`src/gp1_pkg.sv`:
```
// constants shared by the eight-pin general-purpose port
package gp1_pkg;
    localparam int GP1_PINS = 8;
    localparam int GP1_ADDR_W = 2;
    localparam int GP1_MODE_W = 3;
    localparam int GP1_AE_W = 4;
    localparam int GP1_UA_W = 4;
    localparam int GP1_SYNC_STAGES = 2;

    // register offsets on the plain register port
    localparam logic [GP1_ADDR_W-1:0] GP1_OFF_PIN_DIRECTION = 2'h0;
    localparam logic [GP1_ADDR_W-1:0] GP1_OFF_OUTPUT_DATA = 2'h1;
    localparam logic [GP1_ADDR_W-1:0] GP1_OFF_PIN_STATE = 2'h2;
    localparam logic [GP1_ADDR_W-1:0] GP1_OFF_PIN_FUNCTION_CONTROL = 2'h3;

    // field layout of pin_function_control
    localparam int GP1_AE_LSB = 0;

    // reset values
    localparam logic [GP1_PINS-1:0] GP1_RST_PIN_DIRECTION = 8'h00;
    localparam logic [GP1_PINS-1:0] GP1_RST_OUTPUT_DATA = 8'h00;
    localparam logic [GP1_AE_W-1:0] GP1_RST_AE = 4'h0;
    localparam logic [GP1_MODE_W-1:0] GP1_RST_MODE = 3'h7;
    localparam logic [GP1_PINS-1:0] GP1_RD_ZERO = 8'h00;

    // operating modes with address output capability
    localparam logic [GP1_MODE_W-1:0] GP1_MODE_ADDR_LO = 3'h4;
    localparam logic [GP1_MODE_W-1:0] GP1_MODE_ADDR_HI = 3'h6;

    // upper_address_enable thresholds per low pin (pin 0 .. pin 3)
    localparam logic [GP1_AE_W-1:0] GP1_AE_MIN_PIN0 = 4'hd;
    localparam logic [GP1_AE_W-1:0] GP1_AE_MIN_PIN1 = 4'he;
    localparam logic [GP1_AE_W-1:0] GP1_AE_MIN_PIN2 = 4'hf;
    localparam logic [GP1_AE_W-1:0] GP1_AE_MIN_PIN3 = 4'hf;

    // cycles after reset release before the mode strap is taken
    localparam logic [1:0] GP1_STRAP_WAIT = 2'h2;
endpackage

```
`src/gp1_sync.sv`:
```
// two-flop synchroniser for levels arriving from outside the clock domain
`timescale 1ns/1ps
module gp1_sync #(
    parameter int WIDTH = 8
) (
    // clock and reset
    input wire logic core_clk,
    input wire logic rst_n,
    // levels
    input wire logic [WIDTH-1:0] async_in,
    output logic [WIDTH-1:0] sync_out
);
    logic [WIDTH-1:0] meta_reg;

    // meta_reg is read only by the second stage
    always_ff @(posedge core_clk or negedge rst_n) begin
        if (!rst_n) begin
            meta_reg <= '0;
            sync_out <= '0;
        end else begin
            meta_reg <= async_in;
            sync_out <= meta_reg;
        end
    end
endmodule

```
`src/gp1_port.sv`:
```
// eight-pin general-purpose port: direction, output data, pin readback
// How it works
// - eight pins, each separately an input or an output
// - pin_direction is eight write-only bits, all zero after reset
// - modes 4-6, address enabled: pin 0 from field value d, pins 1..0 from e, pins 3..0 at f drive address, not direction
// - modes 4-6 otherwise: direction bit 1 means output, 0 means input
// - mode 7: direction bit alone picks output (1) or input (0)
// - output_data is 8-bit read/write, resets to zero, drives output pins
// - pin_state read returns output_data bit where direction bit is 1
// - pin_state read returns sampled pin level where direction bit is 0
// - pin_state is read-only and follows the pins after reset
//
// Chosen here: the address-and-strobe port and the address map.
`timescale 1ns/1ps
module gp1_port
    import gp1_pkg::*;
(
    // clock and reset
    input wire logic core_clk,
    input wire logic rst_n,
    // register port
    input wire logic [gp1_pkg::GP1_ADDR_W-1:0] reg_addr,
    input wire logic [gp1_pkg::GP1_PINS-1:0] reg_wr_data,
    input wire logic reg_wr,
    input wire logic reg_rd,
    output logic [gp1_pkg::GP1_PINS-1:0] reg_rd_data,
    // operating mode strap and address source
    input wire logic [gp1_pkg::GP1_MODE_W-1:0] mode_strap,
    input wire logic [gp1_pkg::GP1_UA_W-1:0] upper_addr,
    // pins
    input wire logic [gp1_pkg::GP1_PINS-1:0] pin_in,
    output logic [gp1_pkg::GP1_PINS-1:0] pin_out,
    output logic [gp1_pkg::GP1_PINS-1:0] pin_oe_n
);
    import gp1_pkg::*;

    logic [GP1_PINS-1:0] dir_reg;
    logic [GP1_PINS-1:0] out_reg;
    logic [GP1_AE_W-1:0] ae_reg;
    logic [GP1_MODE_W-1:0] mode_reg;
    logic mode_seen_reg;
    logic [1:0] strap_cnt_reg;
    logic [GP1_PINS-1:0] pin_sync;
    logic [GP1_MODE_W-1:0] strap_sync;
    logic addr_mode;
    logic [GP1_UA_W-1:0] addr_en;
    logic [GP1_PINS-1:0] pin_out_next;
    logic [GP1_PINS-1:0] pin_oe_n_next;
    logic [GP1_PINS-1:0] state_view;
    logic [GP1_PINS-1:0] rd_data_next;

    // true when the low pin k may carry an upper address line
    function automatic logic ae_covers(input logic [GP1_AE_W-1:0] ae,
                                       input int k);
        logic [GP1_AE_W-1:0] lim;
        case (k)
            0: lim = GP1_AE_MIN_PIN0;
            1: lim = GP1_AE_MIN_PIN1;
            2: lim = GP1_AE_MIN_PIN2;
            default: lim = GP1_AE_MIN_PIN3;
        endcase
        return ae >= lim;
    endfunction

    function automatic logic is_wr(input logic wr,
                                   input logic [GP1_ADDR_W-1:0] a,
                                   input logic [GP1_ADDR_W-1:0] off);
        return wr && (a == off);
    endfunction

    // pins and the strap both come from outside the clock domain
    gp1_sync #(
        .WIDTH(GP1_PINS + GP1_MODE_W)
    ) u_sync (
        .core_clk(core_clk),
        .rst_n(rst_n),
        .async_in({mode_strap, pin_in}),
        .sync_out({strap_sync, pin_sync})
    );

    // strap is taken once, after the synchroniser has filled
    always_ff @(posedge core_clk or negedge rst_n) begin
        if (!rst_n) begin
            strap_cnt_reg <= 2'h0;
            mode_seen_reg <= 1'b0;
            mode_reg <= GP1_RST_MODE;
        end else if (!mode_seen_reg) begin
            if (strap_cnt_reg == GP1_STRAP_WAIT) begin
                mode_reg <= strap_sync;
                mode_seen_reg <= 1'b1;
            end else begin
                strap_cnt_reg <= strap_cnt_reg + 2'h1;
            end
        end
    end

    // address output is only possible in modes 4 to 6
    assign addr_mode = mode_seen_reg && (mode_reg >= GP1_MODE_ADDR_LO)
        && (mode_reg <= GP1_MODE_ADDR_HI);

    // write-only direction bits
    always_ff @(posedge core_clk or negedge rst_n) begin
        if (!rst_n) begin
            dir_reg <= GP1_RST_PIN_DIRECTION;
        end else if (is_wr(reg_wr, reg_addr, GP1_OFF_PIN_DIRECTION)) begin
            dir_reg <= reg_wr_data;
        end
    end

    always_ff @(posedge core_clk or negedge rst_n) begin
        if (!rst_n) begin
            out_reg <= GP1_RST_OUTPUT_DATA;
        end else if (is_wr(reg_wr, reg_addr, GP1_OFF_OUTPUT_DATA)) begin
            out_reg <= reg_wr_data;
        end
    end

    always_ff @(posedge core_clk or negedge rst_n) begin
        if (!rst_n) begin
            ae_reg <= GP1_RST_AE;
        end else if (is_wr(reg_wr, reg_addr,
                           GP1_OFF_PIN_FUNCTION_CONTROL)) begin
            ae_reg <= reg_wr_data[GP1_AE_LSB +: GP1_AE_W];
        end
    end

    // pin drive: address lines override direction on the low pins
    always_comb begin
        for (int k = 0; k < GP1_UA_W; k++) begin
            addr_en[k] = addr_mode && ae_covers(ae_reg, k);
        end
        pin_out_next = out_reg;
        pin_oe_n_next = ~dir_reg;
        for (int k = 0; k < GP1_UA_W; k++) begin
            if (addr_en[k]) begin
                pin_out_next[k] = upper_addr[k];
                pin_oe_n_next[k] = 1'b0;
            end
        end
    end

    // registered so the pads see no decode glitches
    always_ff @(posedge core_clk or negedge rst_n) begin
        if (!rst_n) begin
            pin_out <= GP1_RST_OUTPUT_DATA;
            pin_oe_n <= ~GP1_RST_PIN_DIRECTION;
        end else begin
            pin_out <= pin_out_next;
            pin_oe_n <= pin_oe_n_next;
        end
    end

    // readback follows direction bits only, even on address-driven pins
    assign state_view = (dir_reg & out_reg)
        | (~dir_reg & pin_sync);

    // write-only and unmapped reads answer zero; there is no readback of
    // direction, so software keeps its own copy
    always_comb begin
        case (reg_addr)
            GP1_OFF_OUTPUT_DATA: rd_data_next = out_reg;
            GP1_OFF_PIN_STATE: rd_data_next = state_view;
            GP1_OFF_PIN_FUNCTION_CONTROL:
                rd_data_next = {{(GP1_PINS-GP1_AE_W){1'b0}}, ae_reg};
            default: rd_data_next = GP1_RD_ZERO;
        endcase
    end

    // a write to pin_state decodes to no register and is dropped
    always_ff @(posedge core_clk or negedge rst_n) begin
        if (!rst_n) begin
            reg_rd_data <= GP1_RD_ZERO;
        end else if (reg_rd) begin
            reg_rd_data <= rd_data_next;
        end else begin
            reg_rd_data <= GP1_RD_ZERO;
        end
    end
endmodule

```
`config.mk`:
```
export PLATFORM = sky130hd
export DESIGN_NAME = gp1_port
export DESIGN_NICKNAME = d
export VERILOG_FILES = /design/src/gp1_pkg.sv /design/src/gp1_sync.sv /design/src/gp1_port.sv
export SDC_FILE = /design/constraint.sdc
export NUM_CORES = 1
export LEC_CHECK = 0
export BUFFER_PORTS_ARGS = -buffer_cell sky130_fd_sc_hd__buf_2
export CORE_MARGIN = 3
export CORE_UTILIZATION = 25
export DETAILED_ROUTE_END_ITERATION = 16
export HOLD_SLACK_MARGIN = 0.08
export PLACE_DENSITY_LB_ADDON = 0.15
export SKIP_CTS_REPAIR_TIMING = 1
export SYNTH_ARGS = -nofsm -noshare
export SYNTH_HDL_FRONTEND = slang
export SYNTH_HIERARCHICAL = 1
export SYNTH_SLANG_ARGS = --single-unit
```
`constraint.sdc`:
```
create_clock -name core_clk -period 1.45 [get_ports core_clk]
set_input_delay 0.2175 -clock core_clk [delete_from_list [all_inputs] [get_ports core_clk]]
set_output_delay 0.2175 -clock core_clk [all_outputs]
set_load 0.005 [all_outputs]
```
==> results of run 1 <==
==> worst reg2reg max path, delay by kind of cell, from the launching register on <==
kind	cells	cell delay, ns
mux	1	0.33
flops	1	0.56
simple gates	1	0.11
compound gates	1	0.28
==> layer usage <==
layer,global-route usage (%),up-vias
met1,13.1,751
met4,4.11,0
met5,0,-
li1,-,725
met3,4.33,7
met2,14.3,32
==> synth_stat cells, drive strengths merged <==
| cell type | count |
|---|---|
| dfrtp | 61 |
| mux2 | 23 |
| dfstp | 11 |
| mux2i | 11 |
| nand2 | 10 |
| and2 | 7 |
| inv | 7 |
| o22ai | 7 |
| o21ai | 6 |
| nor2 | 5 |
| buf | 4 |
| a211oi | 3 |
| nand3b | 2 |
| nor3b | 2 |
| clkbuf | 1 |
| ha | 1 |
| nand2b | 1 |
| nand3 | 1 |
| nand4 | 1 |
| nor2b | 1 |
| o21a | 1 |
| or2 | 1 |
| xnor2 | 1 |
==> final timing paths <==
kind / end / slack, ns / cells after the start
max in group asynchronous: mode_reg[1] / 0.67 / 3
worst min register to register: u_sync/sync_out[2] / 0.35 / 0
worst max register to register: pin_out[2] / 0.06 / 3
worst min-delay path: dir_reg[6] / 0.10 / 3
min in group asynchronous: pin_out[6] / 0.42 / 3
worst max-delay path: pin_out[2] / 0.06 / 3
==> per-stage QoR <==
step	cell area [µm²]	TNS [ns]	power [µW]
detailed placement	3020	-0.252	3000
global placement	3020	-0.151	3010
CTS	3220	-0.349	4580
floorplan	2560	0	2710
finish	3370	0	4550
global route	3370	-0.0139	4810
==> area by class of cell <==
cell class	count	area (µm²)	share of cell area, %
inverter	7	26.3	0.779
clock inverter	7	72.6	2.15
tap	133	166	4.93
timing repair buffer	72	453	13.4
clock buffer	9	124	3.67
sequential	72	1820	53.8
multi-input combinational	84	717	21.2
==> power breakdown <==
part	switching [µW]	internal (µW)	total, µW
Sequential	146	2280	2430
Combinational	244	320	564
Clock	759	793	1550
==> cells by family (layout without fill, tap and decap cells) <==
kind of cell | after synthesis | after routing
AO/OA/AOI/OAI | 17 | 17
XOR/XNOR | 1 | 1
adder cells (fa/ha/maj) | 1 | 1
buffers and inverters | 12 | 95
flip-flops | 72 | 72
multiplexers | 34 | 34
AND/OR/NAND/NOR | 31 | 31
==> results_dict.tcl, run 1 <==
set metrics [dict create \
    status "finished, final reports clean" \
    wl_um 5170 \
    fin_cells 384 \
    yosys_register_bits 72 \
    antenna_cells 0 \
    clock_latency_ns 0.34 \
    post-route-period-util_pct 95.7 \
    synth_cell_types 27 \
    peakVddDrop_v 0.000539 \
    firstDrtPassIters 4 \
    cp_data_required_time_ns 1.68 \
    syn_inst 168 \
    nFillCells 960 \
    grtUsageTotal_pct 9.93 \
    post-route-drc-count 0 \
    cts-root-buf "clkbuf_8" \
    synth_nets 198 \
    die-height_um 107 \
    grt_pass1_wl_um 8430 \
    synth_xor_area_share_pct 0.343 \
    worstPathMaxFanout 3 \
    wl_met3_um 284 \
    endpoint_kind "flop" \
    rows 36 \
    regToRegStartpoint "mode_reg[2]" \
    core_um2 9860 \
    vias 1515 \
    ioPinCount 53 \
    layout-drive-gt1-share_pct 46.6 \
    finalWorstPathRequiredPeriod_ns 1.39 \
    path_class "reg -> reg" \
    cap_viol_max_count 0 \
    synth_fa_ha_area_share_pct 0.489 \
    cts_made_buffers 9 \
    layout.cells.most_common "dfrtp_1" \
    io_buffers 52 \
    grt_max_degree 73 \
    timing.final.ws_setup_ns 0.0616 \
    synth-simple-area-share_pct 7.20 \
    yosysTopAreaCell "dfrtp_1" \
    hold_viol 0 \
    place_ws_ns -0.0847 \
    cp-startpoint "mode_reg[2]" \
    gr-total-overflow 0 \
    via_per_inst 3.95 \
    gp_congestion 0.682 \
    synth.yosys.seq_area_share_pct 71.0 \
    synth_top_area_share_pct 59.7 \
    cp-start-kind "flop" \
    hold_path_class "in -> reg" \
    wl_met2_um 2330 \
    crit_slowest_cell "dfstp_2" \
    leakagePower_uw 0.00155 \
    setup_violations 0 \
    clk_pin_slew_ns 0.08 \
    cts.path.max_buffers 2 \
    fmax_mhz 720 \
    fp.dieArea_um2 11500 \
    antenna_found_initial 0 \
    synth_top_family_by_area "multiplexers" \
    wirelength_met1_um 2480 \
    critPathMaxStageDelay_ns 0.56 \
    fin_skew_ns 0.00526 \
    layout_common_cells "dfrtp_1 (61), buf_2 (52), mux2_2 (21), dlygate4sd3_1 (12)" \
    area_growth_pct 32.0 \
    fin_nets 276 \
    cts_max_level 3 \
    cp.arrival_ns 1.61 \
    synth.area.top_cells "dfrtp_1 (60%), dfstp_2 (11%), mux2_2 (10%), mux2i_1 (4.3%), and2_1 (1.7%)" \
    grt_pass1_vias 1565 \
    dr.max_layer_used "met4" \
    synth_compound_area_share_pct 4.26 \
    initial_core_util_pct 25.9 \
    avgSynthCellArea_um2 15.2 \
    die_w_um 107 \
    crit_chain "nand4_4 -> a211oi_4 -> mux2_4" \
    power_density_nw_per_um2 1350 \
    dp.cells 356 \
    post_drt_wl_per_cell_um 13.5 \
    critPathTopFamily "flip-flops" \
    synthMuxAreaShare_pct 14.4 \
    dp.final_hpwl_um 3540 \
    synth_area_um2 2560 \
    rsz0062_at_grt "true" \
    drtIter0Drc 46 \
    finish.utilization_pct 34.2 \
    hp-start "reg_wr_data[6]" \
    tightest_slew_ns 0.437 \
    hold_slack_ns 0.101 \
    slew_violations 0 \
    cts_sinks 72 \
    path_buf_inv 0 \
    yosysWarnings 6 \
    cts_tree "done" \
    slew_headroom_pct 70.9 \
    ant_nets 0 \
]
Note: power is estimated with default switching activity, not from simulation.
==> run 2, diff against run 1 <==
--- a/config.mk
+++ b/config.mk
@@ -7,7 +7,7 @@
 export LEC_CHECK = 0
 export BUFFER_PORTS_ARGS = -buffer_cell sky130_fd_sc_hd__buf_2
 export CORE_MARGIN = 3
-export CORE_UTILIZATION = 25
+export CORE_UTILIZATION = 45
 export DETAILED_ROUTE_END_ITERATION = 16
 export HOLD_SLACK_MARGIN = 0.08
 export PLACE_DENSITY_LB_ADDON = 0.15
==> run 2 against run 1 <==
Effect of this change:
- power shrank 6.0%
- critical path depth stayed put
- clock-buffer cell count is 5 higher
- worst hold slack better by 0.019 ns
- first-iteration DRC count up 41%
- critical path type unchanged
- critical endpoint is now pin_out[3]
- largest power group unchanged
==> results_dict.tcl, run 2 (synthesis gave the netlist of run 1 again) <==
set metrics [dict create \
    slew_violations 0 \
    placed_area_um2 2920 \
    endpoint_kind "flop" \
    clock_latency_ns 0.33 \
    cp.arrival_ns 1.62 \
    worstPathMaxFanout 3 \
    die_w_um 81.4 \
    drtIter0Drc 65 \
    ioPinCount 53 \
    cts_made_buffers 9 \
    path_class "reg -> reg" \
    cp-start-kind "flop" \
    hold_viol 0 \
    gp_congestion 0.820 \
    via_per_inst 4.84 \
    finalInstanceArea_um2 3230 \
    fin_skew_ns 0.00837 \
    antenna_found_initial 0 \
    cp_data_required_time_ns 1.66 \
    layout_common_cells "dfrtp_1 (61), buf_2 (52), mux2_2 (21), dlygate4sd3_1 (12)" \
    crit_slowest_cell "dfstp_2" \
    dp.final_hpwl_um 3270 \
    fp.dieArea_um2 6620 \
    hold_slack_ns 0.120 \
    initial_core_util_pct 48.2 \
    layout.cells.most_common "dfrtp_1" \
    grtUsageTotal_pct 15.7 \
    slew_headroom_pct 73.7 \
    reg2reg_to "pin_out[3]" \
    finalWorstPathRequiredPeriod_ns 1.41 \
    cts_tree "done" \
    io_buffers 52 \
    path_buf_inv 0 \
    power_density_nw_per_um2 1320 \
    hold_path_class "in -> reg" \
    cts-root-buf "clkbuf_8" \
    firstDrtPassIters 4 \
    gr-total-overflow 0 \
    grt_max_degree 73 \
    post-route-period-util_pct 97.0 \
    wl_um 4740 \
    regToRegStartpoint "mode_reg[2]" \
    cap_viol_max_count 0 \
    status "finished, final reports clean" \
    crit_chain "nand4_4 -> a211oi_4 -> mux2_4" \
    rsz0062_at_grt "false" \
    core_um2 5300 \
    ant_nets 0 \
    vias 1533 \
    critPathTopFamily "flip-flops" \
    cts.path.max_buffers 2 \
    layout-drive-gt1-share_pct 44.1 \
    hp-start "reg_wr_data[7]" \
    tightest_slew_ns 0.395 \
    clk_pin_slew_ns 0.06 \
    post_drt_wl_per_cell_um 15.0 \
    area_growth_pct 26.5 \
    ff2ff_setup_slack_ns 0.04 \
    cts_sinks 72 \
    peakVddDrop_v 0.000759 \
    holdPathStages 3 \
    grt_pass1_wl_um 7420 \
    leakagePower_uw 0.00152 \
    whs_endpoint "dir_reg[7]" \
    setup_violations 0 \
    grt_pass1_vias 1538 \
    antenna_cells 0 \
    die-height_um 81.4 \
    fmax_mhz 711 \
    fin_nets 273 \
    cts_max_level 3 \
    critPathMaxStageDelay_ns 0.55 \
    rr_worst_depth 3 \
    post-route-drc-count 0 \
    rows 26 \
]
[run 2: metal layers]
layer  vias to the layer above  share of wire (%)  track usage, %  wire length (µm)
met5                         -                  0               0                 0
met3                        10                5.8            5.32               277
met4                         0                2.0            7.09                97
li1                        718                  -               -                 -
met1                       759                 41            17.7              1960
met2                        46                 51            26.9              2400
[run 2: final cells by class]
| type | instances | area, µm² |
|---|---|---|
| repair buffers | 69 | 430 |
| clock buffers | 14 | 153 |
| fillers | 420 | 2070 |
| flip-flops and latches | 72 | 1820 |
| well taps | 70 | 87.6 |
| multi-input cells | 84 | 717 |
| inverters | 7 | 26.3 |
| clock inverters | 1 | 5.00 |
[run 2: how the worst max path moves through the flow]
stage / from / endpoint / slack [ns] / depth (start not counted)
2_1_floorplan: mode_reg[2] / pin_out[2] / 0.03 / 3
4_1_cts: mode_reg[2] / pin_out[3] / -0.08 / 3
3_5_place_dp: mode_reg[2] / pin_out[3] / -0.08 / 3
3_3_place_gp: mode_reg[2] / pin_out[3] / -0.04 / 3
5_1_grt: mode_reg[2] / pin_out[3] / 0.008 / 3
6_report: mode_reg[2] / pin_out[3] / 0.04 / 3
[run 2: worst min-delay path, cell delays in order]
cell and delay, ns:
buf_2 0.09, nand2_1 0.04, o21ai_0 0.06
[run 2: metrics by stage]
stage          worst slack [ns]  utilization [%]  total power (µW)  std cells  setup TNS (ns)
2_1_floorplan            0.0265                -              2710        168               0
3_3_place_gp            -0.0387             55.1              2960        290          -0.125
3_5_place_dp            -0.0835             55.1              2990        290          -0.281
4_1_cts                 -0.0846             58.1              4290        305          -0.285
5_1_grt                 0.00845             61.0              4530        317               0
6_report                 0.0431             61.0              4270        317               0
[run 2: where the power goes]
group          total [µW]  switching [µW]  internal (µW)  leakage [µW]
Combinational         561             246            315      0.000591
Clock                1280             622            658     0.0000805
Sequential           2430             145           2290      0.000844
==> run 3, diff against run 2 <==
--- a/config.mk
+++ b/config.mk
@@ -11,6 +11,7 @@
 export DETAILED_ROUTE_END_ITERATION = 16
 export HOLD_SLACK_MARGIN = 0.08
 export PLACE_DENSITY_LB_ADDON = 0.15
+export SETUP_SLACK_MARGIN = 0.05
 export SKIP_CTS_REPAIR_TIMING = 1
 export SYNTH_ARGS = -nofsm -noshare
 export SYNTH_HDL_FRONTEND = slang
==> run 3 against run 2 <==
Effect of this change:
- the run now ends with setup timing left
- largest power group unchanged
- register-to-register slack got worse by 0.06 ns
- power rose by 1.6%
- clock power is 6% higher
- highest routed layer unchanged
- critical path type unchanged
- worst hold slack lost 0.022 ns
- sequential power barely moved
==> results_dict.tcl, run 3 (synthesis gave the netlist of run 1 again) <==
set metrics [dict create \
    firstDrtPassIters 4 \
    antenna_cells 0 \
    ioPinCount 53 \
    ant_nets 0 \
    layout.cells.most_common "dfrtp_1" \
    slew_violations 0 \
    vias 1554 \
    cts_max_level 3 \
    timing.final.ws_setup_ns -0.0163 \
    path_buf_inv 1 \
    worstPathMaxFanout 4 \
    fmax_mhz 682 \
    antenna_found_initial 0 \
    setup_violations 2 \
    cts-root-buf "clkbuf_8" \
    post_drt_wl_per_cell_um 14.5 \
    grt_pass1_vias 1594 \
    status "finished with violations" \
    gr-total-overflow 0 \
    crit_slowest_cell "dfstp_2" \
    finalWorstPathRequiredPeriod_ns 1.47 \
    hold_viol 0 \
    path_class "reg -> reg" \
    cp_data_required_time_ns 1.69 \
    via_per_inst 4.87 \
    core_um2 5300 \
    rows 26 \
    dp.final_hpwl_um 3160 \
    fp.dieArea_um2 6620 \
    gp_congestion 0.752 \
    area_growth_pct 27.4 \
    cap_viol_max_count 0 \
    cp.arrival_ns 1.70 \
    cts_made_buffers 9 \
    power_density_nw_per_um2 1330 \
    nFillCells 411 \
    tightest_slew_ns 0.368 \
    grt_max_degree 73 \
    leakagePower_uw 0.00153 \
    die_w_um 81.4 \
    grt_pass1_wl_um 7640 \
    placed_area_um2 2920 \
    hold_path_class "in -> reg" \
    fin_nets 274 \
    layout-drive-gt1-share_pct 45.8 \
    slew_headroom_pct 75.5 \
    failed_checks "setup timing" \
    layout_common_cells "dfrtp_1 (61), buf_2 (52), mux2_2 (20), dlygate4sd3_1 (13)" \
    peakVddDrop_v 0.000656 \
    clock_latency_ns 0.35 \
    clk_pin_slew_ns 0.08 \
    die-height_um 81.4 \
    cp-start-kind "flop" \
    post-route-period-util_pct 101 \
    finish.utilization_pct 61.4 \
    wl_um 4620 \
    grtUsageTotal_pct 16.0 \
    finalInstanceArea_um2 3260 \
    hold_slack_ns 0.0985 \
    drtIter0Drc 78 \
    crit_chain "nand4_4 -> a211oi_2 -> buf_4 -> mux2_4" \
    initial_core_util_pct 48.2 \
    cts.path.max_buffers 2 \
    post-route-drc-count 0 \
    endpoint_kind "flop" \
    rsz0062_at_grt "true" \
    critPathMaxStageDelay_ns 0.55 \
    cts_tree "done" \
    fin_skew_ns 0.0106 \
    critPathTopFamily "flip-flops" \
    cts_sinks 72 \
    io_buffers 52 \
]
==> run 3: area by class of cell <==
type                            instances  area [µm²]  area share (%)
Clock buffer                           10         138            4.23
Clock inverter                          6        35.0            1.08
Inverter                                7        26.3           0.807
Multi-Input combinational cell         84         713            21.9
Sequential cell                        72        1820            55.8
Tap cell                               70        87.6            2.69
Timing Repair Buffer                   70         440            13.5
==> run 3: routing by layer <==
layer,track usage (%),routed length (µm),vias up
li1,-,-,728
met1,17.2,1790,772
met2,27.2,2440,45
met3,6.65,304,9
met4,7.09,80,0
met5,0,0,-
==> run 3: worst paths after layout <==
path | from | end | slack [ns] | depth (start not counted)
worst max-delay path | mode_reg[2] | pin_out[2] | -0.02 | 4
worst min-delay path | upper_addr[2] | pin_out[2] | 0.1 | 2
worst max register to register | mode_reg[2] | pin_out[2] | -0.02 | 4
worst min register to register | u_sync/meta_reg[5] | u_sync/sync_out[5] | 0.35 | 0
max in group asynchronous | rst_n | pin_oe_n[4] | 0.69 | 3
min in group asynchronous | rst_n | out_reg[6] | 0.41 | 3
==> run 3: power by group <==
group,internal [µW],switching [µW]
clock network,653,702
registers,2280,144
logic,319,239
==> run 3: per-stage QoR <==
stage	total power, µW	setup WS [ns]	instances	TNS (ns)
3_5_place_dp	2980	-0.0761	290	-0.113
2_1_floorplan	2710	0.0442	168	0
5_1_grt	4610	-0.0883	319	-0.205
6_report	4340	-0.0163	319	-0.0285
3_3_place_gp	2960	-0.0173	290	-0.0280
4_1_cts	4370	-0.100	306	-0.190
